## src/pmx_pkg.sv

```systemverilog
// constants, opcodes and state type of the port move instruction executor
package pmx_pkg;

   // ------------------------------------------------------------
   // widths
   // ------------------------------------------------------------
   localparam int NIB_W = 4;
   localparam int RAM_AW = 7;
   localparam int RAM_DEPTH = 128;
   localparam int WREG_AW = 4;
   localparam int INSTR_W = 16;
   localparam int AXI_AW = 8;
   localparam int AXI_DW = 32;
   localparam int IDX_W = 6;

   // ------------------------------------------------------------
   // register word indices (byte address = index * 4)
   // ------------------------------------------------------------
   localparam logic [IDX_W-1:0] IDX_INSTR = 6'h00;
   localparam logic [IDX_W-1:0] IDX_STATUS = 6'h01;
   localparam logic [IDX_W-1:0] IDX_CONFIG = 6'h02;
   localparam logic [IDX_W-1:0] IDX_PORTS = 6'h03;
   localparam logic [IDX_W-1:0] IDX_WAKE = 6'h04;

   // ------------------------------------------------------------
   // field positions
   // ------------------------------------------------------------
   localparam int ST_ZF_BIT = 4;
   localparam int CFG_EMODE_BIT = 4;
   localparam int WK_FLAG_BIT = 4;
   localparam int PT_A_LSB = 0;
   localparam int PT_B_LSB = 4;
   localparam int PT_C_LSB = 8;
   localparam int PT_D_LSB = 12;
   localparam int PT_E_LSB = 16;
   localparam int PT_CIN_LSB = 20;

   // ------------------------------------------------------------
   // opcodes, matched against the upper bits of the word
   // ------------------------------------------------------------
   localparam logic [8:0] OP_IN_C = 9'h096;
   localparam logic [8:0] OP_IN_D = 9'h097;
   localparam logic [3:0] OP_WR_TO_RAM = 4'hF;
   localparam logic [4:0] OP_IMM_TO_RAM = 5'h17;
   localparam logic [8:0] OP_OUT_A = 9'h0B4;
   localparam logic [8:0] OP_OUT_B = 9'h0B5;
   localparam logic [8:0] OP_OUT_C = 9'h118;
   localparam logic [8:0] OP_OUT_D = 9'h119;
   localparam logic [7:0] OP_OUT_E = 8'h5C;
   localparam logic [11:0] OP_WAKE_MASK = 12'h520;

   // ------------------------------------------------------------
   // reset values and responses
   // ------------------------------------------------------------
   localparam logic [NIB_W-1:0] CDIR_RST = 4'hF;
   localparam logic [NIB_W-1:0] NIB_ZERO = 4'h0;
   localparam logic [1:0] RESP_OKAY = 2'h0;
   localparam logic [1:0] RESP_SLVERR = 2'h2;

   typedef struct packed {
      logic awready;
      logic wready;
      logic aw_got;
      logic w_got;
      logic [IDX_W-1:0] widx;
      logic [INSTR_W-1:0] wdata;
      logic [3:0] wstrb;
      logic bvalid;
      logic [1:0] bresp;
      logic arready;
      logic rvalid;
      logic [1:0] rresp;
      logic [AXI_DW-1:0] rdata;
      logic [INSTR_W-1:0] last_instr;
      logic [NIB_W-1:0] acc;
      logic zero_flag;
      logic [NIB_W-1:0] port_a_output;
      logic [NIB_W-1:0] port_b_output;
      logic [NIB_W-1:0] port_c_latch;
      logic [NIB_W-1:0] port_d_latch;
      logic [NIB_W-1:0] internal_parallel_latch;
      logic [NIB_W-1:0] port_e_output;
      logic [NIB_W-1:0] port_c_direction_setting;
      logic [NIB_W-1:0] port_c_oe;
      logic port_e_mode_setting;
      logic [NIB_W-1:0] stop_wake_enable_mask;
      logic [NIB_W-1:0] port_c_prev;
      logic wake;
   } pmx_state_t;

   localparam pmx_state_t PMX_STATE_RST = '{
      awready: 1'b1,
      wready: 1'b1,
      arready: 1'b1,
      port_c_direction_setting: CDIR_RST,
      default: '0
   };

endpackage

```

## src/pmx_ram.sv

```systemverilog
// data RAM of 4-bit words with one write port and two read ports
`timescale 1ns/1ps
`default_nettype none
module pmx_ram
   import pmx_pkg::*;
#(
   parameter int DEPTH = RAM_DEPTH,
   parameter int AW = RAM_AW,
   parameter int DW = NIB_W
) (
   // clock
   input wire logic aclk,
   // write port
   input wire logic we,
   input wire logic [AW-1:0] waddr,
   input wire logic [DW-1:0] wdata,
   // addressed read port
   input wire logic [AW-1:0] raddr,
   output logic [DW-1:0] rdata,
   // working register read port, the lowest words of the array
   input wire logic [WREG_AW-1:0] wr_addr,
   output logic [DW-1:0] wr_rdata
);

   logic [DW-1:0] mem [DEPTH];

   always_ff @(posedge aclk) begin
      if (we) begin
         mem[waddr] <= wdata;
      end
   end

   // reads are combinational so a move completes in one cycle
   assign rdata = mem[raddr];
   assign wr_rdata = mem[{{(AW-WREG_AW){1'b0}}, wr_addr}];

endmodule
`default_nettype wire

```

## src/pmx_exec.sv

```systemverilog
// port move instruction executor with its AXI4-Lite register slave
// ------------------------------------------------------------
// Summary of operation
// [RULE1] input port C to accumulator and RAM, zero flag
// [RULE2] input port D to accumulator and RAM, zero flag
// [RULE3] copy working register into addressed RAM word
// [RULE4] write immediate nibble into addressed RAM word
// [RULE5] addressed RAM word to port A latch
// [RULE6] addressed RAM word to port B latch
// [RULE7] addressed RAM word to port C latch
// [RULE8] addressed RAM word to port D latch
// [RULE9] addressed RAM word to port E latch
// [RULE10] load wake mask; enabled falling edges wake
// [RULE11] mask bit n serves port C pin n
// [RULE12] port C direction per pin, reset all input
// [RULE13] port E shows latch or serial output
// [RULE14] edges on masked-off pins never wake
// ------------------------------------------------------------
`timescale 1ns/1ps
`default_nettype none
module pmx_exec
   import pmx_pkg::*;
(
   // clock and reset
   input wire logic aclk,
   input wire logic aresetn,
   // axi4-lite write address
   input wire logic awvalid,
   output logic awready,
   input wire logic [AXI_AW-1:0] awaddr,
   input wire logic [2:0] awprot,
   // axi4-lite write data
   input wire logic wvalid,
   output logic wready,
   input wire logic [AXI_DW-1:0] wdata,
   input wire logic [3:0] wstrb,
   // axi4-lite write response
   output logic bvalid,
   input wire logic bready,
   output logic [1:0] bresp,
   // axi4-lite read address
   input wire logic arvalid,
   output logic arready,
   input wire logic [AXI_AW-1:0] araddr,
   input wire logic [2:0] arprot,
   // axi4-lite read data
   output logic rvalid,
   input wire logic rready,
   output logic [AXI_DW-1:0] rdata,
   output logic [1:0] rresp,
   // output ports a, b, d
   output logic [NIB_W-1:0] port_a_output,
   output logic [NIB_W-1:0] port_b_output,
   output logic [NIB_W-1:0] port_d_out,
   input wire logic [NIB_W-1:0] port_d_in,
   // port c two-way pins
   input wire logic [NIB_W-1:0] port_c_in,
   output logic [NIB_W-1:0] port_c_out,
   output logic [NIB_W-1:0] port_c_oe,
   // port e and the serial unit that may own it
   input wire logic [NIB_W-1:0] serial_out,
   output logic [NIB_W-1:0] port_e_output,
   // stop mode wake-up
   input wire logic stop_mode,
   output logic stop_wake
);

   // ------------------------------------------------------------
   // state
   // ------------------------------------------------------------
   pmx_state_t r;
   pmx_state_t n;

   logic ram_we;
   logic [RAM_AW-1:0] ram_waddr;
   logic [NIB_W-1:0] ram_wdata;
   logic [NIB_W-1:0] ram_rdata;
   logic [NIB_W-1:0] wr_rdata;
   logic [INSTR_W-1:0] instr;
   logic exec;
   logic [NIB_W-1:0] in_val;
   logic in_load;

   assign instr = r.wdata;

   pmx_ram #(
      .DEPTH(RAM_DEPTH),
      .AW(RAM_AW),
      .DW(NIB_W)
   ) u_ram (
      .aclk(aclk),
      .we(ram_we),
      .waddr(ram_waddr),
      .wdata(ram_wdata),
      .raddr(instr[RAM_AW-1:0]),
      .rdata(ram_rdata),
      .wr_addr(instr[10:7]),
      .wr_rdata(wr_rdata)
   );

   // ------------------------------------------------------------
   // next state
   // ------------------------------------------------------------
   always_comb begin
      n = r;
      ram_we = 1'b0;
      ram_waddr = instr[RAM_AW-1:0];
      ram_wdata = NIB_ZERO;
      in_val = NIB_ZERO;
      in_load = 1'b0;
      exec = 1'b0;

      // write channels are taken in either order
      if (awvalid && r.awready) begin
         n.aw_got = 1'b1;
         n.awready = 1'b0;
         n.widx = awaddr[AXI_AW-1:2];
      end
      if (wvalid && r.wready) begin
         n.w_got = 1'b1;
         n.wready = 1'b0;
         n.wdata = wdata[INSTR_W-1:0];
         n.wstrb = wstrb;
      end

      if (r.aw_got && r.w_got) begin
         n.aw_got = 1'b0;
         n.w_got = 1'b0;
         n.bvalid = 1'b1;
         n.bresp = RESP_OKAY;
         unique case (r.widx)
            IDX_INSTR: begin
               // a partial word cannot form an instruction
               exec = &r.wstrb[1:0];
            end
            IDX_CONFIG: begin
               if (r.wstrb[0]) begin
                  n.port_c_direction_setting = r.wdata[NIB_W-1:0]; // RULE12
                  n.port_e_mode_setting = r.wdata[CFG_EMODE_BIT];
               end
            end
            IDX_STATUS, IDX_PORTS, IDX_WAKE: begin
               n.bresp = RESP_OKAY;
            end
            default: begin
               n.bresp = RESP_SLVERR;
            end
         endcase
      end

      if (r.bvalid && bready) begin
         n.bvalid = 1'b0;
         n.awready = 1'b1;
         n.wready = 1'b1;
      end

      // ---------------------------------------------------------
      // instruction execution, one cycle each
      // ---------------------------------------------------------
      if (exec) begin
         n.last_instr = instr;
         if (instr[15:7] == OP_IN_C) begin
            in_val = port_c_in; // RULE1
            in_load = 1'b1;
         end else if (instr[15:7] == OP_IN_D) begin
            in_val = port_d_in; // RULE2
            in_load = 1'b1;
         end else if (instr[15:12] == OP_WR_TO_RAM) begin
            ram_we = 1'b1; // RULE3
            ram_wdata = wr_rdata;
         end else if (instr[15:11] == OP_IMM_TO_RAM) begin
            ram_we = 1'b1; // RULE4
            ram_wdata = instr[10:7];
         end else if (instr[15:7] == OP_OUT_A) begin
            n.port_a_output = ram_rdata; // RULE5
         end else if (instr[15:7] == OP_OUT_B) begin
            n.port_b_output = ram_rdata; // RULE6
         end else if (instr[15:7] == OP_OUT_C) begin
            n.port_c_latch = ram_rdata; // RULE7
         end else if (instr[15:7] == OP_OUT_D) begin
            n.port_d_latch = ram_rdata; // RULE8
         end else if (instr[15:8] == OP_OUT_E) begin
            n.internal_parallel_latch = ram_rdata; // RULE9
         end else if (instr[15:4] == OP_WAKE_MASK) begin
            n.stop_wake_enable_mask = instr[3:0]; // RULE10
         end
         if (in_load) begin
            // accumulator and RAM take the same sampled value
            n.acc = in_val;
            n.zero_flag = (in_val == NIB_ZERO);
            ram_we = 1'b1;
            ram_wdata = in_val;
         end
      end

      // ---------------------------------------------------------
      // read channel
      // ---------------------------------------------------------
      if (arvalid && r.arready) begin
         n.arready = 1'b0;
         n.rvalid = 1'b1;
         n.rresp = RESP_OKAY;
         n.rdata = '0;
         unique case (araddr[AXI_AW-1:2])
            IDX_INSTR: begin
               n.rdata[INSTR_W-1:0] = r.last_instr;
            end
            IDX_STATUS: begin
               n.rdata[NIB_W-1:0] = r.acc;
               n.rdata[ST_ZF_BIT] = r.zero_flag;
            end
            IDX_CONFIG: begin
               n.rdata[NIB_W-1:0] = r.port_c_direction_setting;
               n.rdata[CFG_EMODE_BIT] = r.port_e_mode_setting;
            end
            IDX_PORTS: begin
               n.rdata[PT_A_LSB +: NIB_W] = r.port_a_output;
               n.rdata[PT_B_LSB +: NIB_W] = r.port_b_output;
               n.rdata[PT_C_LSB +: NIB_W] = r.port_c_latch;
               n.rdata[PT_D_LSB +: NIB_W] = r.port_d_latch;
               n.rdata[PT_E_LSB +: NIB_W] = r.internal_parallel_latch;
               n.rdata[PT_CIN_LSB +: NIB_W] = port_c_in;
            end
            IDX_WAKE: begin
               n.rdata[NIB_W-1:0] = r.stop_wake_enable_mask;
               n.rdata[WK_FLAG_BIT] = r.wake;
            end
            default: begin
               n.rresp = RESP_SLVERR;
            end
         endcase
      end
      if (r.rvalid && rready) begin
         n.rvalid = 1'b0;
         n.arready = 1'b1;
      end

      // ---------------------------------------------------------
      // pins
      // ---------------------------------------------------------
      // direction bit one means input, so the driver is its inverse
      n.port_c_oe = ~n.port_c_direction_setting; // RULE12
      // serial mode hands the pins to the serial unit, latch is kept
      n.port_e_output = n.port_e_mode_setting ? serial_out
                                              : n.internal_parallel_latch; // RULE13
      // falling edge per pin, each gated by its own mask bit
      n.port_c_prev = port_c_in;
      n.wake = stop_mode &&
               |(r.stop_wake_enable_mask & r.port_c_prev & ~port_c_in); // RULE11 RULE14
   end

   always_ff @(posedge aclk) begin
      if (!aresetn) begin
         r <= PMX_STATE_RST;
      end else begin
         r <= n;
      end
   end

   // ------------------------------------------------------------
   // outputs
   // ------------------------------------------------------------
   assign awready = r.awready;
   assign wready = r.wready;
   assign bvalid = r.bvalid;
   assign bresp = r.bresp;
   assign arready = r.arready;
   assign rvalid = r.rvalid;
   assign rdata = r.rdata;
   assign rresp = r.rresp;
   assign port_a_output = r.port_a_output;
   assign port_b_output = r.port_b_output;
   assign port_d_out = r.port_d_latch;
   assign port_c_out = r.port_c_latch;
   assign port_c_oe = r.port_c_oe;
   assign port_e_output = r.port_e_output;
   assign stop_wake = r.wake;

endmodule
`default_nettype wire

```

## config.mk

```make
export PLATFORM = sky130hd
export DESIGN_NAME = pmx_exec
export DESIGN_NICKNAME = d
export VERILOG_FILES = /design/src/pmx_pkg.sv /design/src/pmx_ram.sv /design/src/pmx_exec.sv
export SDC_FILE = /design/constraint.sdc
export NUM_CORES = 1
export LEC_CHECK = 0
export CAP_MARGIN = 20
export CORE_MARGIN = 1.5
export CORE_UTILIZATION = 45
export CTS_CLUSTER_SIZE = 12
export DETAILED_ROUTE_END_ITERATION = 8
export DONT_BUFFER_PORTS = 1
export MAX_ROUTING_LAYER = met4
export PLACE_DENSITY = 0.58
export SYNTH_ARGS = -nofsm -noshare
export SYNTH_HDL_FRONTEND = slang
export SYNTH_SLANG_ARGS = --single-unit
```

## constraint.sdc

```tcl
create_clock -name aclk -period 13.15 [get_ports aclk]
set_input_delay 1.9725 -clock aclk [delete_from_list [all_inputs] [get_ports aclk]]
set_output_delay 1.9725 -clock aclk [all_outputs]
set_load 0.01 [all_outputs]
```

==> summary.md, run 1 <==
| Metric | Value |
|---|---|
| Power Density | `roughly 140 nW/µm²` |
| Hold buffers post-CTS | `0` |
| Worst hold start | `r[55]$_SDFFE_PN0P_` |
| CTS H-tree lvls | `3` |
| FP Rows | `slightly below 90` |
| Crit path buffers/inverters | `1` |
| Total gr overflow | `0` |
| Clk sink count | `~640` |
| Share of the synthesized area in the top cell type | `0.573` |
| Top cells by area, synth | `edfxtp_1 (57%), dfxtp_1 (9.8%), mux4_2 (6.9%), mux2i_1 (4.9%), nor2_1 (2.3%)` |
| Max Fclk | `0.246 GHz` |
| Pleak | `between 9 and 10 nW` |
| CTS buffer count | `70` |
| Worst-path fanout max | `48` |
| Primary FF master, synth | `edfxtp_1` |
| Initial DRC Count | `roughly 1400` |
| Clock Latency Late Sink | `0.62 ns` |
| Area delta synth->final | `8.24%` |
| Synth warn | `0` |
| Via count | `approximately 15000` |
| Slowest CP cell | `dfxtp_4` |
| Pre-CTS setup slack | `about 8.7 ns` |
| Initial antenna violation count | `0` |
| Delay-heaviest family, CP | `simple AND/OR/NAND/NOR gates` |
| Average wire per standard cell | `about 25 µm` |
| Nets | `roughly 1800` |
| MaxCap Viol Count | `0` |
| Required time of the worst setup path | `13.68 ns` |
| Worst-path clk slew | `around 0.060 ns` |
| Final setup margin | `approximately 9.1 ns` |
| CTS tree | `built` |
| Commonest non-fill, non-tap cell in the layout | `edfxtp_1` |
| Post-CTS Setup Inserts | `0` |
| Peak supply drop | `about 0.10 mV` |
| Least-Margin Pin Slew | `between 1 and 1.5 ns` |
| Worst Hold Slack | `around 0.47 ns` |
| Commonest cells after routing, fill and taps aside | `edfxtp_1 (512), nor2_1 (162), nand2_1 (153)` |
| Core ar. | `around 59000 µm²` |
| Post-synth EDFFs | `512` |
| Routed WL | `roughly 64000 µm` |
| Hpwl dp | `40700 µm` |
| Final std cells w/o fill | `roughly 2500` |
| Layout cells sized above 1 | `0.122` |
| # setup viols final | `0` |
| # DRC | `0` |
| Hold violation count in the final report | `0` |
| Worst Skew | `~0.029 ns` |
| Max Slew Vio Count | `0` |
| Die Footprint | `about 60000 µm²` |
| Ports | `144` |
| Critical path cell sequence | `buf_4 -> mux4_2 -> o22ai_1 -> a2111oi_2 -> nand4_1 -> or3_1 -> a21boi_1` |
| Arr. time, crit path | `4.60 ns` |
| Unrepaired setup endpoints after global routing | `no` |
| Register area | `18000 µm²` |
| Global-route wire length before repair | `about 95000 µm` |
| Vias in the first global route | `14890` |
| Avg Cell Area, Syn | `between 10 and 15 µm²` |
| WS Path Type | `reg2reg` |
| RePlAce Congestion | `approximately 0.86` |
| Post-layout min period | `just over 4 ns` |
| DIE HEIGHT | `247 µm` |
| Total GRT Usage | `0.217` |
| Async S/R FF share, synth | `0` |
| Fillers | `about 5000` |
| Vias per cell | `5.88` |
| Root buffer cell | `clkbuf_16` |
| CP startpoint kind | `flip-flop` |
| Ant. Diodes | `0` |
| Area leader, netlist | `edfxtp_1` |
| Final Cycle Share | `0.309` |
| Chip width | `roughly 250 µm` |
| Setup tns final | `0 ns` |
| Sequential area share after synthesis | `0.671` |
| DRT antenna net count | `0` |
| Drt pass-1 iters | `6` |
| Outcome | `completed` |
| Initial Utilization | `0.455` |
| Pin count of the biggest net entering global routing | `between 100 and 150` |
| Multi-input logic area | `between 7000 and 8000 µm²` |
| Cell Area, Synth | `roughly 27000 µm²` |
| Distinct cell type count after synthesis | `between 50 and 60` |
| Max clock buf depth | `3` |
| PortBufs | `0` |
| Worst hold path type | `reg2reg` |
| Slew HR | `0.311` |
| Crit end category | `flip-flop` |
| CTS resizes | `0` |
| Slowest cell delay on critical path | `roughly 0.90 ns` |
| Cells after Synth | `1792` |
| #FFs+latches synth | `643` |
| DP Cell Count | `2431` |
[final timing paths]
kind | endpoint | slack [ns] | cells after the start
max | port_c_out[2]$_SDFFE_PN0P_ | 9.08 | 7
min | r[55]$_SDFFE_PN0P_ | 0.47 | 2
max reg2reg | port_c_out[2]$_SDFFE_PN0P_ | 9.08 | 7
min reg2reg | r[55]$_SDFFE_PN0P_ | 0.47 | 2
[sequential cells by signal, summed over array words and instances, names as in the netlist, named ones only]
name,count
bresp,1
instr,16
port_b_output,4
port_c_oe,4
port_a_output,4
rdata,24
awready,1
rvalid,1
arready,1
stop_wake,1
port_c_out,4
port_e_output,4
wready,1
u_ram.mem,512
port_d_out,4
r,48
rresp,1
bvalid,1
[worst reg2reg max path, cell delays in order, from the launching register on]
cell,delay [ns]
dfxtp_4,0.90
buf_4,0.87
mux4_2,0.44
o22ai_1,0.16
a2111oi_2,0.41
nand4_1,0.52
or3_1,0.55
a21boi_1,0.14
[per-layer routing]
| metal | wire, µm | part of all wire | global-route usage |
|---|---|---|---|
| met5 | 0 | 0 | - |
| met4 | 1720 | 0.027 | 0.0673 |
| met3 | 3500 | 0.055 | 0.0342 |
| met2 | 31100 | 0.48 | 0.342 |
| met1 | 27800 | 0.43 | 0.291 |
[power by group]
part           internal (mW)  total (mW)  switching (mW)
clock network           1.04        1.80           0.766
logic                 0.0498       0.135          0.0857
registers               2.18        2.20          0.0272
[cells by family after synthesis]
logic type / synth area share
flip-flops: 0.671
AND/OR/NAND/NOR: 0.0867
AO/OA/AOI/OAI: 0.0712
multiplexers: 0.129
buffers and inverters: 0.0421
other: 0.000140
[through the flow]
| step | instance area (µm²) | total power [mW] | util |
|---|---|---|---|
| 2_1_floorplan | 26900 | 2.36 | - |
| 3_3_place_gp | 26900 | 2.38 | 0.457 |
| 3_5_place_dp | 26900 | 2.38 | 0.457 |
| 4_1_cts | 29000 | 4.17 | 0.492 |
| 5_1_grt | 29000 | 4.26 | 0.493 |
| 6_report | 29000 | 4.14 | 0.493 |
[final cells by class]
| type | count | area share |
|---|---|---|
| Clock buffer | 85 | 0.0626 |
| Clock inverter | 31 | 0.00828 |
| Inverter | 10 | 0.00129 |
| Multi-Input combinational cell | 983 | 0.267 |
| Sequential cell | 643 | 0.620 |
| Tap cell | 773 | 0.0333 |
| Timing Repair Buffer | 23 | 0.00681 |
[synthesized netlist by cell type, types with 5 or more instances]
cell and instances:
or3_1 9, buf_2 10, a21boi_0 50, nor3b_1 17, nor4_1 6, clkbuf_1 68, nor2_1 165, buf_12 10
a21oi_1 31, nor2b_1 27, o221ai_1 42, and2_1 26, a22o_1 8, nand4_1 5, nand2b_1 5, dfxtp_1 131
mux4_1 10, inv_1 10, o22ai_1 11, mux2i_1 132, a221oi_1 20, a21boi_1 8, o31ai_1 8, edfxtp_1 512
nor3_1 24, mux4_2 82, nand3_1 37, a22oi_1 9, buf_6 6, a31oi_1 7, buf_4 67, o21ai_0 22
nand2_1 153
Power figures use the tool's default switching activity.
==> run 2, diff against run 1 <==
- PLACE_DENSITY: 0.58 -> 0.6
- clock period: 13.15 -> 3.37 ns (I/O delays scaled with it)
==> run 2 against run 1 <==
  * Sequential cell count unchanged
  * Critical path depth shrank 1
  * Fmax grew 28%
  * Worst setup slack got worse by 8.9 ns
  * Power grew to 3.9 times the previous value
  * Via count rose by 0.75%
  * Non-clock buffer count rose by 43
  * Hold slack lost 0.43 ns
  * Clock skew shrank 0.0055 ns
  * First-iteration DRC count is 2.0% lower
  * Largest power group unchanged
==> summary.md, run 2 (same netlist as run 1, synthesis figures left out) <==
| Metric | Value |
|---|---|
| Slowest CP cell | `nor4bb_1` |
| Depth of the most critical reg-to-reg path | `6` |
| Pleak | `between 9 and 10 nW` |
| Crit path buffers/inverters | `1` |
| Slack of the worst reg-to-reg path | `roughly 0.18 ns` |
| RR Startpoint | `instr[11]$_SDFFE_PN0P_` |
| Final std cells w/o fill | `about 2600` |
| Drt pass-1 iters | `5` |
| Total gr overflow | `0` |
| Worst Skew | `between 0.02 and 0.025 ns` |
| Clock Latency Late Sink | `approximately 0.61 ns` |
| Required time of the worst setup path | `about 3.6 ns` |
| Worst Hold Slack | `about 0.033 ns` |
| Worst hold path type | `in2reg` |
| Initial Utilization | `0.455` |
| CTS tree | `built` |
| Routed WL | `approximately 64000 µm` |
| Outcome | `completed` |
| Worst R2R End | `u_ram.mem[7][0]$_DFFE_PP_` |
| Root buffer cell | `clkbuf_16` |
| Critical path cell sequence | `nor4bb_1 -> a2bb2oi_1 -> nor3b_1 -> nand3_1 -> buf_4 -> nor2_1` |
| Via count | `~15000` |
| Commonest cells after routing, fill and taps aside | `edfxtp_1 (512), nor2_1 (162), nand2_1 (153)` |
| Power Internal | `~13 mW` |
| Crit path capture | `u_ram.mem[7][0]$_DFFE_PP_` |
| Slowest cell delay on critical path | `about 0.62 ns` |
| Crit. path cell count | `6` |
| Core ar. | `about 60000 µm²` |
| Nets | `~1900` |
| Slew HR | `0.332` |
| Net switching power | `around 3.4 mW` |
| # setup viols final | `0` |
| Fin util | `0.501` |
| CTS buffer count | `68` |
| Global-route wire length before repair | `about 95000 µm` |
| Arr. time, crit path | `roughly 3.4 ns` |
| Worst setup path start | `instr[11]$_SDFFE_PN0P_` |
| Hold violation count in the final report | `0` |
| Initial DRC Count | `about 1300` |
| Sw Share | `0.210` |
| FP Rows | `89` |
| Hpwl dp | `about 42000 µm` |
| Die Footprint | `61100 µm²` |
| RePlAce Congestion | `approximately 0.9` |
| Max Slew Vio Count | `0` |
| Ant. Diodes | `0` |
| Vias in the first global route | `around 15000` |
| CTS H-tree lvls | `3` |
| Seq pwr share | `0.530` |
| Delay-heaviest family, CP | `simple AND/OR/NAND/NOR gates` |
| Crit end category | `flip-flop` |
| DP Cell Count | `between 2000 and 2500` |
| MaxCap Viol Count | `0` |
| Largest register by flop count | `u_ram.mem` |
| PortBufs | `0` |
| Pin count of the biggest net entering global routing | `around 130` |
| Final Cycle Share | `0.946` |
| Vias per cell | `approximately 5.8` |
| Chip width | `~250 µm` |
| Ports | `about 140` |
| CP startpoint kind | `flip-flop` |
| Power Density | `547 nW/µm²` |
| Clk sink count | `around 640` |
| Total GRT Usage | `0.217` |
| Max reg flops | `512` |
| Max Fclk | `around 0.31 GHz` |
| Clock share of power | `0.433` |
| Peak supply drop | `0.428 mV` |
| # DRC | `0` |
| DRT antenna net count | `0` |
| Post-CTS Setup Inserts | `0` |
| Average wire per standard cell | `24.7 µm` |
| Worst-path clk slew | `0.06 ns` |
| Post-layout min period | `3.19 ns` |
| Layout cells sized above 1 | `0.137` |
| Initial antenna violation count | `0` |
| Unrepaired setup endpoints after global routing | `no` |
| Max clock buf depth | `3` |
| Least-Margin Pin Slew | `~1 ns` |
| Area delta synth->final | `10.1%` |
| Commonest non-fill, non-tap cell in the layout | `edfxtp_1` |
| Combinational share of power | `0.037` |
| DIE HEIGHT | `247 µm` |
| Worst-path fanout max | `7` |
| WS Path Type | `reg2reg` |
| Setup tns final | `0 ns` |
-- run 2: cell types whose count changed in the layout (fill, tap and decap cells not counted), sizes merged --
cell,delta
clkinvlp,-1
bufinv,-2
buf,+34
clkbuf,+10
clkinv,-7
dlygate4sd3,+9
-- run 2: worst min-delay path by stage --
stage / from / endpoint / slack, ns / cells past startpoint
2_1_floorplan: r[55]$_SDFFE_PN0P_ / r[55]$_SDFFE_PN0P_ / 0.44 / 2
3_3_place_gp: r[50]$_SDFFE_PN0P_ / r[50]$_SDFFE_PN0P_ / 0.45 / 2
3_5_place_dp: r[58]$_SDFFE_PN0P_ / r[58]$_SDFFE_PN0P_ / 0.46 / 2
4_1_cts: aresetn / r[129]$_SDFFE_PP0P_ / 0.001 / 1
5_1_grt: aresetn / r[3]$_SDFF_PN0_ / 0.02 / 1
6_report: rready / arready$_SDFFE_PP1P_ / 0.03 / 2
-- run 2: power groups by stage --
| stage | clock [mW] | sequential, mW | combinational [mW] |
|---|---|---|---|
| floorplan | 0 | 8.69 | 0.502 |
| global placement | 0 | 8.74 | 0.572 |
| detailed placement | 0 | 8.74 | 0.581 |
| CTS | 7.11 | 8.57 | 0.593 |
| global route | 7.43 | 8.57 | 0.635 |
| finish | 6.99 | 8.57 | 0.596 |
-- run 2: routing by layer --
layer  global-route usage  vias up  part of all wire
li1                     -     6809                 -
met1                0.294     7665              0.43
met2                0.338      531              0.48
met3               0.0377      100             0.061
met4               0.0626        0             0.024
met5                    -        -                 0
-- run 2: cell type report --
class | instances | area [µm²]
timing repair buffer | 66 | 703
fill | 4911 | 29400
inverter | 10 | 37.5
tap | 773 | 967
multi-input combinational | 983 | 7760
clock inverter | 21 | 144
sequential | 643 | 18000
clock buffer | 95 | 1920
-- run 2: worst register-to-register path, stage by stage, from the launching register on --
cell and delay (ns):
dfxtp_1 0.46, nor4bb_1 0.62, a2bb2oi_1 0.39, nor3b_1 0.55, nand3_1 0.17, buf_4 0.23
nor2_1 0.40
-- run 2: what timing repair did --
action	4_1_cts	5_1_grt
hold buffers	9	0
hold endpoints to repair	17	0
endpoints found under the setup margin	0	0
gates resized for setup	0	0
-- run 2: through the flow --
step                      area, µm²  worst slack (ns)  total power [mW]
after floorplan               26900            0.0538              9.19
after global placement        27400             0.237              9.31
after detailed placement      27400             0.254              9.32
after CTS                     29500             0.241              16.3
after global routing          29500            0.0268              16.6
final                         29500             0.183              16.2
==> run 3, diff against run 2 <==
- ABC_AREA: unset -> 1
==> run 3 against run 2 <==
  * Sequential power is 0.5% higher
  * Synthesized cell count up 48%
  * Sequential cell count unchanged
  * Clock-buffer cell count up 3
  * Wire length increased by 11%
  * Core utilization decreased by 0.062 points
  * Power is 6.6% higher
  * Clock power increased by 3.9%
  * Critical path depth is 8 higher
  * Synthesized area increased by 2.3%
  * Die area increased by 2.3%
  * Cell area is 2.3% higher
  * Critical endpoint is now port_e_output[3]$_SDFF_PN0_
  * Largest cell class unchanged
  * Highest routed layer unchanged
==> summary.md, run 3 <==
| Metric | Value |
|---|---|
| Largest register by flop count | `u_ram.mem` |
| Max Fclk | `0.342 GHz` |
| WS Path Type | `reg2reg` |
| Final std cells w/o fill | `3417` |
| DRT antenna net count | `0` |
| Least-Margin Pin Slew | `around 0.9 ns` |
| #FFs+latches synth | `~640` |
| Worst R2R End | `port_e_output[3]$_SDFF_PN0_` |
| Vias per cell | `5.62` |
| Slack of the worst reg-to-reg path | `roughly 0.45 ns` |
| Ports | `144` |
| Net switching power | `4.06 mW` |
| RePlAce Congestion | `0.879` |
| Sequential area share after synthesis | `0.656` |
| Seq pwr share | `0.500` |
| Pleak | `about 10 nW` |
| Pin count of the biggest net entering global routing | `~140` |
| CP startpoint kind | `flip-flop` |
| Sw Share | `0.236` |
| Worst hold start | `stop_mode` |
| Die Footprint | `62500 µm²` |
| Combinational share of power | `0.079` |
| Worst hold path type | `in2reg` |
| MaxCap Viol Count | `0` |
| Synth warn | `0` |
| Max Slew Vio Count | `0` |
| Power Internal | `roughly 13 mW` |
| Root buffer cell | `clkbuf_16` |
| Area delta synth->final | `10.1%` |
| CTS resizes | `0` |
| Clock Latency Late Sink | `between 0.6 and 0.7 ns` |
| Total gr overflow | `0` |
| Post-layout min period | `between 2 and 3 ns` |
| Register area | `about 18000 µm²` |
| Drt pass-1 iters | `5` |
| Share of the synthesized area in the top cell type | `0.560` |
| # setup viols final | `0` |
| Final Cycle Share | `0.867` |
| Clk sink count | `roughly 640` |
| Max clock buf depth | `3` |
| Cell Area, Synth | `27400 µm²` |
| Async S/R FF share, synth | `0` |
| Initial DRC Count | `1987` |
| PortBufs | `0` |
| Vias in the first global route | `about 19000` |
| CTS tree | `built` |
| Nets | `around 2700` |
| Cells after Synth | `about 2700` |
| # DRC | `0` |
| CTS H-tree lvls | `3` |
| Fillers | `5383` |
| Crit end category | `flip-flop` |
| Slew HR | `0.383` |
| Hpwl dp | `roughly 44000 µm` |
| Power Density | `between 500 and 600 nW/µm²` |
| Peak supply drop | `between 0.4 and 0.5 mV` |
| Arr. time, crit path | `3.45 ns` |
| Initial antenna violation count | `10` |
| Synth cell count leaders | `nand2_1 (678), edfxtp_1 (512), nand3_1 (487)` |
| Global-route wire length before repair | `roughly 110000 µm` |
| CTS buffer count | `69` |
| Unrepaired setup endpoints after global routing | `no` |
| Hold violation count in the final report | `0` |
| Hold Path Depth | `2` |
| Primary FF master, synth | `edfxtp_1` |
| Setup tns final | `0 ns` |
| Post-synth EDFFs | `just over 500` |
| Routed WL | `71000 µm` |
| Chip width | `~250 µm` |
| Max reg flops | `512` |
| Commonest non-fill, non-tap cell in the layout | `nand2_1` |
| Hold buffers post-CTS | `8` |
| Clock share of power | `0.421` |
| Outcome | `completed` |
| Top cells by area, synth | `edfxtp_1 (56%), dfxtp_1 (9.6%), nand2_1 (9.3%), nand3_1 (8.9%), nor2_1 (2.9%)` |
| Commonest cells after routing, fill and taps aside | `nand2_1 (678), edfxtp_1 (512), nand3_1 (487)` |
| Required time of the worst setup path | `approximately 3.9 ns` |
| DIE HEIGHT | `around 250 µm` |
| Post-CTS Setup Inserts | `0` |
| FP Rows | `90` |
| Average wire per standard cell | `approximately 21 µm` |
| Via count | `between 15000 and 20000` |
| Worst-path clk slew | `roughly 0.060 ns` |
| Worst Skew | `0.0265 ns` |
| Area leader, netlist | `edfxtp_1` |
| Avg Cell Area, Syn | `about 10 µm²` |
| DP Cell Count | `about 3300` |
| Multi-input logic area | `7940 µm²` |
| Depth of the most critical reg-to-reg path | `14` |
| Distinct cell type count after synthesis | `40` |
| Layout cells sized above 1 | `0.0690` |
| Core ar. | `slightly above 60000 µm²` |
| Worst-path fanout max | `92` |
| Total GRT Usage | `0.232` |
| Most frequent cell after synthesis | `nand2_1` |
| Hold Path End | `stop_wake$_SDFF_PN0_` |
| Initial Utilization | `0.455` |
-- run 3: changes by cell type in the layout (fill, tap and decap cells not counted), sizes merged, moves of 72 or more --
| cell | delta |
|---|---|
| inv | +86 |
| mux2i | -122 |
| mux4 | -92 |
| nand2 | +528 |
| nand3 | +461 |
| o21ai | +72 |
-- run 3: worst max-delay path by stage --
stage,to,startpoint,cells after the start,slack (ns)
6_report,port_e_output[3]$_SDFF_PN0_,flip-flop,14,0.45
5_1_grt,port_e_output[3]$_SDFF_PN0_,flip-flop,14,0.23
4_1_cts,port_e_output[3]$_SDFF_PN0_,flip-flop,14,0.47
3_5_place_dp,port_e_output[3]$_SDFF_PN0_,flip-flop,14,0.51
3_3_place_gp,port_e_output[3]$_SDFF_PN0_,flip-flop,14,0.53
2_1_floorplan,u_ram.mem[0][2]$_DFFE_PP_,flip-flop,7,0.43
-- run 3: stage by stage --
step                total power [mW]  hold WS [ns]   util  instance area [µm²]  worst slack (ns)
floorplan                       9.76         0.439      -                27500             0.426
global placement                10.1         0.446  0.464                28000             0.530
detailed placement              10.1         0.458  0.464                28000             0.510
CTS                             17.3       0.00410  0.500                30200             0.472
global route                    17.8        0.0303  0.501                30200             0.226
finish                          17.2        0.0291  0.501                30200             0.449
-- run 3: logic make-up after synthesis --
group                  after synthesis  share of synthesized area
multiplexers                        10                    0.00365
buffers and inverters              308                     0.0584
AO/OA/AOI/OAI                      250                     0.0515
flip-flops                         643                      0.656
other                                1                   0.000137
AND/OR/NAND/NOR                   1438                      0.231
-- run 3: layout make-up --
class | count | area share
Sequential cell | 643 | 0.596
Multi-Input combinational cell | 1708 | 0.263
Clock buffer | 98 | 0.0635
Tap cell | 782 | 0.0324
Timing Repair Buffer | 60 | 0.0255
Inverter | 96 | 0.0123
Clock inverter | 20 | 0.00720
Antenna cell | 10 | 0.000828
-- run 3: routing by layer --
metal / up-vias / GRT usage / routed length, µm
met5: - / - / 0
met4: 0 / 0.0781 / 1790
met3: 130 / 0.0402 / 5010
met2: 707 / 0.367 / 33700
met1: 9345 / 0.304 / 30500
li1: 9012 / - / -
-- run 3: power by group through the flow --
stage / Clock (mW) / Combinational, mW / Sequential [mW]
3_5_place_dp: 0 / 1.33 / 8.78
5_1_grt: 7.71 / 1.50 / 8.62
4_1_cts: 7.38 / 1.35 / 8.61
2_1_floorplan: 0 / 1.03 / 8.73
6_report: 7.26 / 1.35 / 8.61
3_3_place_gp: 0 / 1.31 / 8.78
-- run 3: worst max-delay path, stage by stage (launching register included) --
cell	delay [ns]
dfxtp_4	0.38
inv_6	0.50
buf_4	0.33
nand2_1	0.07
nand3_1	0.07
nand3_1	0.10
nand3_1	0.12
nand2_1	0.13
nand2_1	0.09
nand3_1	0.06
nand3_1	0.13
nand2_1	0.33
nand2_1	0.16
nand2_1	0.12
a21oi_1	0.15
